[src/rtl/tgc_pkg.sv]
// Package for the timer gate control block: register map, field layout,
// reset values and the packed carriers shared by the design files.
// Assumes a 32-bit classic Wishbone slave port on clk_sys.
package tgc_pkg;

  // Register byte offsets
  localparam logic [3:0] TGC_OFS_GATE_CONTROL = 4'h0; // Gate control register
  localparam logic [3:0] TGC_OFS_IRQ_STATUS   = 4'h4; // Sticky events, cleared on read
  localparam logic [3:0] TGC_OFS_IRQ_MASK     = 4'h8; // Interrupt mask
  localparam logic [3:0] TGC_OFS_COUNT        = 4'hc; // Count register pair view

  // Gate control field positions
  localparam int TGC_BIT_GATE_EN    = 7;
  localparam int TGC_BIT_POLARITY   = 6;
  localparam int TGC_BIT_TOGGLE     = 5;
  localparam int TGC_BIT_SPULSE     = 4;
  localparam int TGC_BIT_GO_DONE    = 3;
  localparam int TGC_BIT_LEVEL_VIEW = 2;
  localparam int TGC_BIT_SRC_HI     = 1;
  localparam int TGC_BIT_SRC_LO     = 0;

  // Gate control reset value
  localparam logic [7:0] TGC_GATE_CONTROL_RST = 8'h00;

  // Interrupt event bits
  localparam int TGC_IRQ_BITS         = 3;
  localparam int TGC_IRQ_DONE         = 0; // Single-pulse acquisition finished
  localparam int TGC_IRQ_GATE_RISE    = 1; // Effective gate became active
  localparam int TGC_IRQ_OVERFLOW     = 2; // Count register wrapped
  localparam logic [TGC_IRQ_BITS-1:0] TGC_IRQ_RST = 3'h0;

  // Count register width and reset
  localparam int TGC_COUNT_BITS = 16;
  localparam logic [TGC_COUNT_BITS-1:0] TGC_COUNT_RST = 16'h0000;

  // Gate source encodings
  typedef enum logic [1:0] {
    TGC_SRC_PIN    = 2'h0,
    TGC_SRC_TIMER  = 2'h1,
    TGC_SRC_CMP1   = 2'h2,
    TGC_SRC_CMP2   = 2'h3
  } tgc_src_t;

  // Software controls of the gate
  typedef struct packed {
    logic     count_gate_enable;
    logic     gate_polarity;
    logic     gate_toggle_mode;
    logic     gate_single_pulse_mode;
    tgc_src_t gate_source_select;
  } tgc_ctrl_t;

  // Raw gate sources
  typedef struct packed {
    logic gate_pin;
    logic timer_overflow;
    logic first_comparator_synced_out;
    logic second_comparator_synced_out;
  } tgc_sources_t;

endpackage

[src/rtl/tgc_sync.sv]
// Two-stage synchroniser for one level from outside the clk_sys domain.
// Assumes the input is a plain level; no filtering is done here.
`timescale 1ns/100ps
`default_nettype none
module tgc_sync (
  input  wire logic clk_sys,
  input  wire logic reset,
  input  wire logic async_in,
  output var  logic sync_out
);

  logic meta; // First stage, read only by the second

  ////////////////////////////////////////////////////////////////////////
  // Two flops, constant reset
  always_ff @(posedge clk_sys or posedge reset) begin
    if (reset) begin
      meta     <= 1'b0;
      sync_out <= 1'b0;
    end else begin
      meta     <= async_in;
      sync_out <= meta;
    end
  end

endmodule
`default_nettype wire

[src/rtl/tgc_gate.sv]
// Gate path: source select, polarity, toggle flip-flop and single pulse.
// Assumes synchronised sources and a one-cycle arm pulse from the registers.
`timescale 1ns/100ps
`default_nettype none
module tgc_gate (
  input  wire logic                  clk_sys,
  input  wire logic                  reset,
  input  wire tgc_pkg::tgc_ctrl_t    ctrl,
  input  wire tgc_pkg::tgc_sources_t src,
  input  wire logic                  arm,
  output var  logic                  gate_level,
  output var  logic                  go_done,
  output logic                       done_pulse
);

  logic sel_raw;     // Selected source
  logic pol_gate;    // After polarity
  logic pol_prev;    // Last polarity output
  logic rise;        // Rising edge of the gate
  logic fall;        // Falling edge of the gate
  logic toggle_ff;   // Toggle flip-flop
  logic next_toggle_ff;
  logic sp_active;   // Single pulse window open
  logic next_sp_active;
  logic next_go_done;
  logic next_gate_level;
  logic shaped;      // After toggle stage

  ////////////////////////////////////////////////////////////////////////
  // Source select and polarity, combinational
  always_comb begin
    unique case (ctrl.gate_source_select)
      tgc_pkg::TGC_SRC_PIN:   sel_raw = src.gate_pin;
      tgc_pkg::TGC_SRC_TIMER: sel_raw = src.timer_overflow;
      tgc_pkg::TGC_SRC_CMP1:  sel_raw = src.first_comparator_synced_out;
      tgc_pkg::TGC_SRC_CMP2:  sel_raw = src.second_comparator_synced_out;
    endcase
    // Active low gates are inverted so high always means count
    pol_gate = ctrl.gate_polarity ? sel_raw : ~sel_raw;
    rise     = pol_gate & ~pol_prev;
    fall     = ~pol_gate & pol_prev;
  end

  ////////////////////////////////////////////////////////////////////////
  // Toggle, single pulse and go/done next state
  always_comb begin
    next_toggle_ff = toggle_ff;
    if (!ctrl.gate_toggle_mode) begin
      next_toggle_ff = 1'b0;
    end else if (rise) begin
      next_toggle_ff = ~toggle_ff;
    end
    shaped = ctrl.gate_toggle_mode ? toggle_ff : pol_gate;
    // Pulse edges follow the shaped gate so toggle plus pulse spans a period
    next_sp_active = sp_active;
    next_go_done   = go_done;
    done_pulse     = 1'b0;
    if (!ctrl.gate_single_pulse_mode) begin
      next_sp_active = 1'b0;
      next_go_done   = 1'b0;
    end else if (sp_active) begin
      if (ctrl.gate_toggle_mode ? (rise && toggle_ff) : fall) begin
        next_sp_active = 1'b0;
        next_go_done   = 1'b0;
        done_pulse     = 1'b1;
      end
    end else if (go_done) begin
      // Armed: wait for the start edge
      if (rise) begin
        next_sp_active = 1'b1;
      end
    end else if (arm) begin
      next_go_done = 1'b1;
    end
    // Level view ignores the enable bit; in pulse mode only the window passes
    next_gate_level = ctrl.gate_single_pulse_mode ? next_sp_active : shaped;
  end

  ////////////////////////////////////////////////////////////////////////
  // State registers; edge memory and level start at the idle gate
  // (low source, active-low polarity reads open) so no false rise follows reset
  always_ff @(posedge clk_sys or posedge reset) begin
    if (reset) begin
      pol_prev   <= 1'b1;
      toggle_ff  <= 1'b0;
      sp_active  <= 1'b0;
      go_done    <= 1'b0;
      gate_level <= 1'b1;
    end else begin
      pol_prev   <= pol_gate;
      toggle_ff  <= next_toggle_ff;
      sp_active  <= next_sp_active;
      go_done    <= next_go_done;
      gate_level <= next_gate_level;
    end
  end

endmodule
`default_nettype wire

[src/rtl/tgc_top.sv]
// Timer gate control: Wishbone registers, input synchronisers, gate
// path and the 16-bit count register pair it steers.
// Assumes a classic Wishbone master on clk_sys and asynchronous gate pins.
//
// Summary of operation
// - Enabled gate lets count advance only when open
// - Enable clear counts freely; timer off ignores
// - Polarity bit picks active high or low
// - Toggle mode off holds toggle flop cleared
// - Toggle flop inverts on each gate rise
// - Go/done high from arm until window ends
// - Go/done low when idle or finished
// - Level view shows gate, ignoring enable
// - Two-bit select picks pin, timer, comparators
//
// Added by the designer: the register addresses and the Wishbone slave port.
`timescale 1ns/100ps
`default_nettype none
module tgc_top (
  input  wire logic        clk_sys,
  input  wire logic        reset,
  // Wishbone slave
  input  wire logic        wb_cyc_i,
  input  wire logic        wb_stb_i,
  input  wire logic        wb_we_i,
  input  wire logic [3:0]  wb_adr_i,
  input  wire logic [31:0] wb_dat_i,
  input  wire logic [3:0]  wb_sel_i,
  output var  logic [31:0] wb_dat_o,
  output var  logic        wb_ack_o,
  // Gate sources, asynchronous
  input  wire logic        gate_pin,
  input  wire logic        timer_overflow,
  input  wire logic        first_comparator_synced_out,
  input  wire logic        second_comparator_synced_out,
  // Timer
  input  wire logic        timer_switched_on,
  input  wire logic        count_tick,
  output var  logic [15:0] count_register_pair,
  output logic             count_enable,
  output logic             irq
);

  tgc_pkg::tgc_ctrl_t    ctrl;          // Writable control fields
  tgc_pkg::tgc_ctrl_t    next_ctrl;
  tgc_pkg::tgc_sources_t src_raw;       // Pins gathered
  tgc_pkg::tgc_sources_t src_sync;      // After synchronisers
  logic [tgc_pkg::TGC_IRQ_BITS-1:0] irq_status;  // Sticky events
  logic [tgc_pkg::TGC_IRQ_BITS-1:0] next_irq_status;
  logic [tgc_pkg::TGC_IRQ_BITS-1:0] irq_mask;    // Event mask
  logic [tgc_pkg::TGC_IRQ_BITS-1:0] next_irq_mask;
  logic [tgc_pkg::TGC_IRQ_BITS-1:0] events;      // This cycle's events
  logic [15:0] next_count;
  logic [31:0] next_dat;
  logic        next_ack;
  logic        arm;                     // One-cycle go request
  logic        gate_level;              // Gate level view
  logic        go_done;                 // Acquisition status
  logic        done_pulse;              // Acquisition finished
  logic        gate_level_prev;         // For gate rise event
  logic        wb_req;                  // New access this cycle
  logic        wr_ctrl;                 // Write to gate control
  logic        rd_status;               // Read of status register
  logic [7:0]  ctrl_view;               // Gate control as read

  ////////////////////////////////////////////////////////////////////////
  // Synchronise every source before any logic looks at it
  assign src_raw = '{gate_pin, timer_overflow,
                     first_comparator_synced_out, second_comparator_synced_out};

  genvar gi;
  generate
    for (gi = 0; gi < 4; gi++) begin : g_sync
      tgc_sync u_sync (
        .clk_sys  (clk_sys),
        .reset    (reset),
        .async_in (src_raw[gi]),
        .sync_out (src_sync[gi])
      );
    end
  endgenerate

  ////////////////////////////////////////////////////////////////////////
  // Gate path
  tgc_gate u_gate (
    .clk_sys    (clk_sys),
    .reset      (reset),
    .ctrl       (ctrl),
    .src        (src_sync),
    .arm        (arm),
    .gate_level (gate_level),
    .go_done    (go_done),
    .done_pulse (done_pulse)
  );

  ////////////////////////////////////////////////////////////////////////
  // Count enable: gate only matters when timer on and enable set
  always_comb begin
    if (!timer_switched_on) begin
      count_enable = 1'b0;
    end else if (!ctrl.count_gate_enable) begin
      count_enable = 1'b1;
    end else begin
      count_enable = gate_level;
    end
  end

  ////////////////////////////////////////////////////////////////////////
  // Count register pair, one step per tick while enabled
  always_comb begin
    next_count = count_register_pair;
    if (count_enable && count_tick) begin
      next_count = count_register_pair + 16'h0001;
    end
  end

  always_ff @(posedge clk_sys or posedge reset) begin
    if (reset) begin
      count_register_pair <= tgc_pkg::TGC_COUNT_RST;
    end else begin
      count_register_pair <= next_count;
    end
  end

  ////////////////////////////////////////////////////////////////////////
  // Bus decode; ack one cycle after the strobe, dropped the next
  assign wb_req    = wb_cyc_i & wb_stb_i & ~wb_ack_o;
  assign wr_ctrl   = wb_req & wb_we_i & wb_sel_i[0]
                   & (wb_adr_i == tgc_pkg::TGC_OFS_GATE_CONTROL);
  assign rd_status = wb_req & ~wb_we_i
                   & (wb_adr_i == tgc_pkg::TGC_OFS_IRQ_STATUS);
  // Arm only on a written one and only from idle
  assign arm       = wr_ctrl & wb_dat_i[tgc_pkg::TGC_BIT_GO_DONE];

  always_comb begin
    ctrl_view = tgc_pkg::TGC_GATE_CONTROL_RST;
    ctrl_view[tgc_pkg::TGC_BIT_GATE_EN]    = ctrl.count_gate_enable;
    ctrl_view[tgc_pkg::TGC_BIT_POLARITY]   = ctrl.gate_polarity;
    ctrl_view[tgc_pkg::TGC_BIT_TOGGLE]     = ctrl.gate_toggle_mode;
    ctrl_view[tgc_pkg::TGC_BIT_SPULSE]     = ctrl.gate_single_pulse_mode;
    ctrl_view[tgc_pkg::TGC_BIT_GO_DONE]    = go_done;
    ctrl_view[tgc_pkg::TGC_BIT_LEVEL_VIEW] = gate_level;
    ctrl_view[tgc_pkg::TGC_BIT_SRC_HI:tgc_pkg::TGC_BIT_SRC_LO] =
      ctrl.gate_source_select;
  end

  ////////////////////////////////////////////////////////////////////////
  // Register next values
  always_comb begin
    next_ctrl     = ctrl;
    next_irq_mask = irq_mask;
    next_ack      = wb_req;
    next_dat      = 32'h0000_0000;
    if (wr_ctrl) begin
      next_ctrl.count_gate_enable      = wb_dat_i[tgc_pkg::TGC_BIT_GATE_EN];
      next_ctrl.gate_polarity          = wb_dat_i[tgc_pkg::TGC_BIT_POLARITY];
      next_ctrl.gate_toggle_mode       = wb_dat_i[tgc_pkg::TGC_BIT_TOGGLE];
      next_ctrl.gate_single_pulse_mode = wb_dat_i[tgc_pkg::TGC_BIT_SPULSE];
      next_ctrl.gate_source_select     = tgc_pkg::tgc_src_t'(
        wb_dat_i[tgc_pkg::TGC_BIT_SRC_HI:tgc_pkg::TGC_BIT_SRC_LO]);
    end
    if (wb_req && wb_we_i && wb_sel_i[0]
        && wb_adr_i == tgc_pkg::TGC_OFS_IRQ_MASK) begin
      next_irq_mask = wb_dat_i[tgc_pkg::TGC_IRQ_BITS-1:0];
    end
    if (wb_req && !wb_we_i) begin
      unique case (wb_adr_i)
        tgc_pkg::TGC_OFS_GATE_CONTROL: next_dat = {24'h000000, ctrl_view};
        tgc_pkg::TGC_OFS_IRQ_STATUS:   next_dat = {29'h0000_0000, irq_status};
        tgc_pkg::TGC_OFS_IRQ_MASK:     next_dat = {29'h0000_0000, irq_mask};
        tgc_pkg::TGC_OFS_COUNT:        next_dat = {16'h0000, count_register_pair};
        default:                       next_dat = 32'h0000_0000; // Unmapped reads zero
      endcase
    end
  end

  ////////////////////////////////////////////////////////////////////////
  // Interrupt events; a new event beats the clear-on-read
  always_comb begin
    events = '0;
    events[tgc_pkg::TGC_IRQ_DONE]      = done_pulse;
    events[tgc_pkg::TGC_IRQ_GATE_RISE] = gate_level & ~gate_level_prev;
    events[tgc_pkg::TGC_IRQ_OVERFLOW]  = count_enable & count_tick
                                       & (&count_register_pair);
    next_irq_status = (rd_status ? '0 : irq_status) | events;
  end

  assign irq = |(irq_status & irq_mask);

  ////////////////////////////////////////////////////////////////////////
  // Register state
  always_ff @(posedge clk_sys or posedge reset) begin
    if (reset) begin
      ctrl            <= tgc_pkg::tgc_ctrl_t'(6'h00);
      irq_mask        <= tgc_pkg::TGC_IRQ_RST;
      irq_status      <= tgc_pkg::TGC_IRQ_RST;
      gate_level_prev <= 1'b1;             // Matches the gate's reset level
      wb_ack_o        <= 1'b0;
      wb_dat_o        <= 32'h0000_0000;
    end else begin
      ctrl            <= next_ctrl;
      irq_mask        <= next_irq_mask;
      irq_status      <= next_irq_status;
      gate_level_prev <= gate_level;
      wb_ack_o        <= next_ack;
      wb_dat_o        <= next_dat;
    end
  end

endmodule
`default_nettype wire

[config.mk]
export PLATFORM = sky130hd
export DESIGN_NAME = tgc_top
export DESIGN_NICKNAME = d
export VERILOG_FILES = /design/src/rtl/tgc_pkg.sv /design/src/rtl/tgc_sync.sv /design/src/rtl/tgc_gate.sv /design/src/rtl/tgc_top.sv
export SDC_FILE = /design/constraint.sdc
export NUM_CORES = 1
export LEC_CHECK = 0
export ABC_AREA = 1
export BUFFER_PORTS_ARGS = -buffer_cell sky130_fd_sc_hd__buf_2
export CAP_MARGIN = 30
export CORE_MARGIN = 2
export CORE_UTILIZATION = 47
export CTS_BUF_LIST = sky130_fd_sc_hd__clkbuf_4 sky130_fd_sc_hd__clkbuf_8
export DETAILED_ROUTE_END_ITERATION = 8
export PLACE_DENSITY = 0.79
export SLEW_MARGIN = 20
export SYNTH_ARGS = -nofsm -noshare
export SYNTH_HDL_FRONTEND = slang
export SYNTH_HIERARCHICAL = 1
export SYNTH_SLANG_ARGS = --single-unit
[constraint.sdc]
create_clock -name clk_sys -period 1.2 [get_ports clk_sys]
set_input_delay 0.12 -clock clk_sys [delete_from_list [all_inputs] [get_ports clk_sys]]
set_output_delay 0.12 -clock clk_sys [all_outputs]
set_load 0.01 [all_outputs]
==> flow_summary.ini <==
[global_route]
grt_pass1_wl_mm = 11.8
grt_max_degree = 37
grt_use_met3 = 0.0736
grt_usage = 0.216
overflow = 0
grt_antenna_before_repair = 0
grt_pass1_vias = 2498
grtUsageMet2 = 0.335
grt_busiest_layer = met2
use_met1 = 0.281

[yosys]
synthesis.area_um2 = 2950
synth_top_area_frac = 0.475
synth_cells = 337
synth-seq-area-share = 0.502
synth_area_leaders = dfrtp_1 47%, nand2_1 13%, inv_1 4.6%, buf_4 4.1%, nand3_1 3.9%
async_flop_share = 1.00
ys.flop_type = dfrtp_1
postSynthAreaPerCell_um2 = 8.75
yosysTopAreaCell = dfrtp_1
synth_cell_type_count = 32
synth-seq-cells = 59
synth_edf_count = 0
synth-warning-count = 6

[timing]
timing.final.ws_setup_ns = -0.245
finalHoldViolCount = 1
setup_viol = 24
finalCritPeriodShare = 1.20
clock_skew_ns = 0.00754
slew_violations = 0
max_freq_mhz = 692
fin_hold_ws_ns = -0.0000384
rsz0062_at_grt = yes
finalCriticalPeriod_ns = 1.45

[clocking]
path_clk_slew_ns = 0.07
tritoncts = done
cts_buffers = 9
clk_path_buf_depth = 2
cts_num_sinks = 59
h-tree-depth = 3
root_buffer = clkbuf_8
insertion_delay_ns = 0.35

[routing]
routed_wl_mm = 7.84
via_per_inst = 5.04
drt-pass1-iter-count = 4
via_count = 2668
drtIter0Drc = 216
drc = 0
final_antenna_net_count = 0
wl_per_cell_um = 14.8

[finish]
syn_to_final_growth_pct = 41.2
drive_gt1_frac = 0.432
post-route-util = 0.695
nets = 501
nFillCells = 403
antenna_cells = 0

[floorplan]
start_util = 0.492
die_w_um = 83.2
die_h_um = 83.2
rows = 28
ioPinCount = 102
design.core.area_um2 = 5990
die_area_um2 = 6930

[status]
outcome = finished with violations
failed_checks = negative hold slack, negative setup slack

[placed_design]
gp_congestion = 0.868
portBuffers = 58
dp.final_hpwl_mm = 4.56

[power]
power.density_nw_per_um2 = 1470
p_leak_nw = 2.22
ir_drop_mv = 0.993

[hold_path]
worstHoldStart = wb_dat_i[4]
hold_path_class = primary input to flip-flop

[setup_path]
worst_setup_path_start_kind = flip-flop
critPathKind = flip-flop to flip-flop
worstPathMaxFanout = 4
rr_startpoint = u_gate/gate_level$_DFF_PP1_
cp-startpoint = u_gate/gate_level$_DFF_PP1_
crit_path_end_kind = flip-flop
required_ns = 1.46
arrival_ns = 1.70

[run]
cap_violations = 0
flip-flops by register name, indices dropped and copies added, names as in the netlist, 3 cells and up:
register	cells
wb_dat_o	16
count_register_pair	16
g_sync.u_sync/meta	4
ctrl	6
irq_status	3
g_sync.u_sync/sync_out	4
irq_mask	3
power breakdown:
group          switching [mW]  internal [mW]
Clock                   0.814           1.67
Sequential              0.149           2.16
Combinational           0.703          0.654
cell usage in the layout, fill, tap and decap left out, drive strengths merged:
master | Yosys | final
nand2 | 112 | 112
buf | 21 | 101
dfrtp | 56 | 56
inv | 41 | 40
nand3 | 29 | 29
nor2 | 28 | 29
conb | 1 | 16
nor3 | 13 | 13
nand4 | 11 | 11
clkbuf | 0 | 11
a21oi | 8 | 8
dlygate4sd3 | 0 | 5
bufinv | 0 | 4
xor2 | 4 | 4
o21ai | 4 | 4
dfstp | 3 | 3
xnor2 | 3 | 3
nand3b | 2 | 2
clkinvlp | 0 | 1
ha | 1 | 1
clkinv | 0 | 1
layer usage:
metal | up-vias | part of all wire
li1 | 1247 | -
met1 | 1274 | 0.42
met2 | 121 | 0.48
met3 | 26 | 0.073
met4 | 0 | 0.032
met5 | - | 0
Yosys cell counts (3+ instances only):
cell type  instances
xor2_1             4
nor2_1            18
inv_1             36
nand4_1           10
nor2_2             5
nand2_2            5
inv_2              4
nor3_1            11
a21oi_1            7
buf_4             16
xnor2_1            3
nand3_2            5
dfstp_2            3
dfrtp_1           56
nand3_1           23
nand2_4            4
nor2_4             4
buf_6              3
o21ai_0            3
nand2_1          103
cell type report:
type                       count  area, um2  share of cell area
clock buffer                  11        145              0.0348
timing repair buffer         106        788               0.189
clock inverter                 5        125              0.0300
inverter                      41        168              0.0403
tap                           75       93.8              0.0225
sequential                    59       1480               0.356
multi-input combinational    232       1360               0.327
worst paths after layout:
check	end	slack, ns	cells past startpoint
min in group asynchronous	g_sync[3].u_sync/meta$_DFF_PP0_	0.23	3
hold / removal	ctrl[2]$_DFFE_PP0P_	-0.00004	3
hold reg to reg	g_sync[1].u_sync/sync_out$_DFF_PP0_	0.35	0
max in group asynchronous	gate_level_prev$_DFF_PP1_	0.35	4
setup / recovery	count_register_pair[2]$_DFFE_PP0P_	-0.25	7
setup reg to reg	count_register_pair[2]$_DFFE_PP0P_	-0.25	7
logic make-up (layout without fill, tap and decap cells):
logic type,count (synthesis),in the layout,share of synthesized area
compound gates,12,12,0.0216
xor+xnor,7,7,0.0208
fa+ha+maj,1,1,0.00424
buf+inv,62,163,0.109
flops,59,59,0.502
other cells,1,16,0.00127
simple gates,195,196,0.342
worst max-delay path, stage by stage, from the launching register on:
cell and delay [ns]:
dfstp_2 0.54, inv_2 0.05, nand2_4 0.07, nand3_4 0.10
buf_12 0.16, buf_12 0.12, nor2_4 0.08, xor2_1 0.21
stage by stage:
stage	cells	worst slack (ns)	area [um2]	setup TNS, ns	total power, mW
after CTS	518	-0.208	3940	-1.79	5.89
final	529	-0.245	4170	-3.33	6.14
after detailed placement	490	-0.141	3440	-1.97	3.26
after floorplan	352	-0.0311	3010	-0.182	2.84
after global routing	529	-0.287	4170	-5.02	6.36
after global placement	490	-0.100	3440	-1.17	3.23
what timing repair did:
item | 4_1_cts | 5_1_grt
hold endpoints to repair | 27 | 0
resized for setup | 33 | 36
setup endpoints to repair | 33 | 37
hold buffers | 5 | 0
pin swaps | 13 | 20
buffers inserted | 6 | 10
cloned | 1 | 1
No activity file was read; power rests on OpenSTA's default activity.
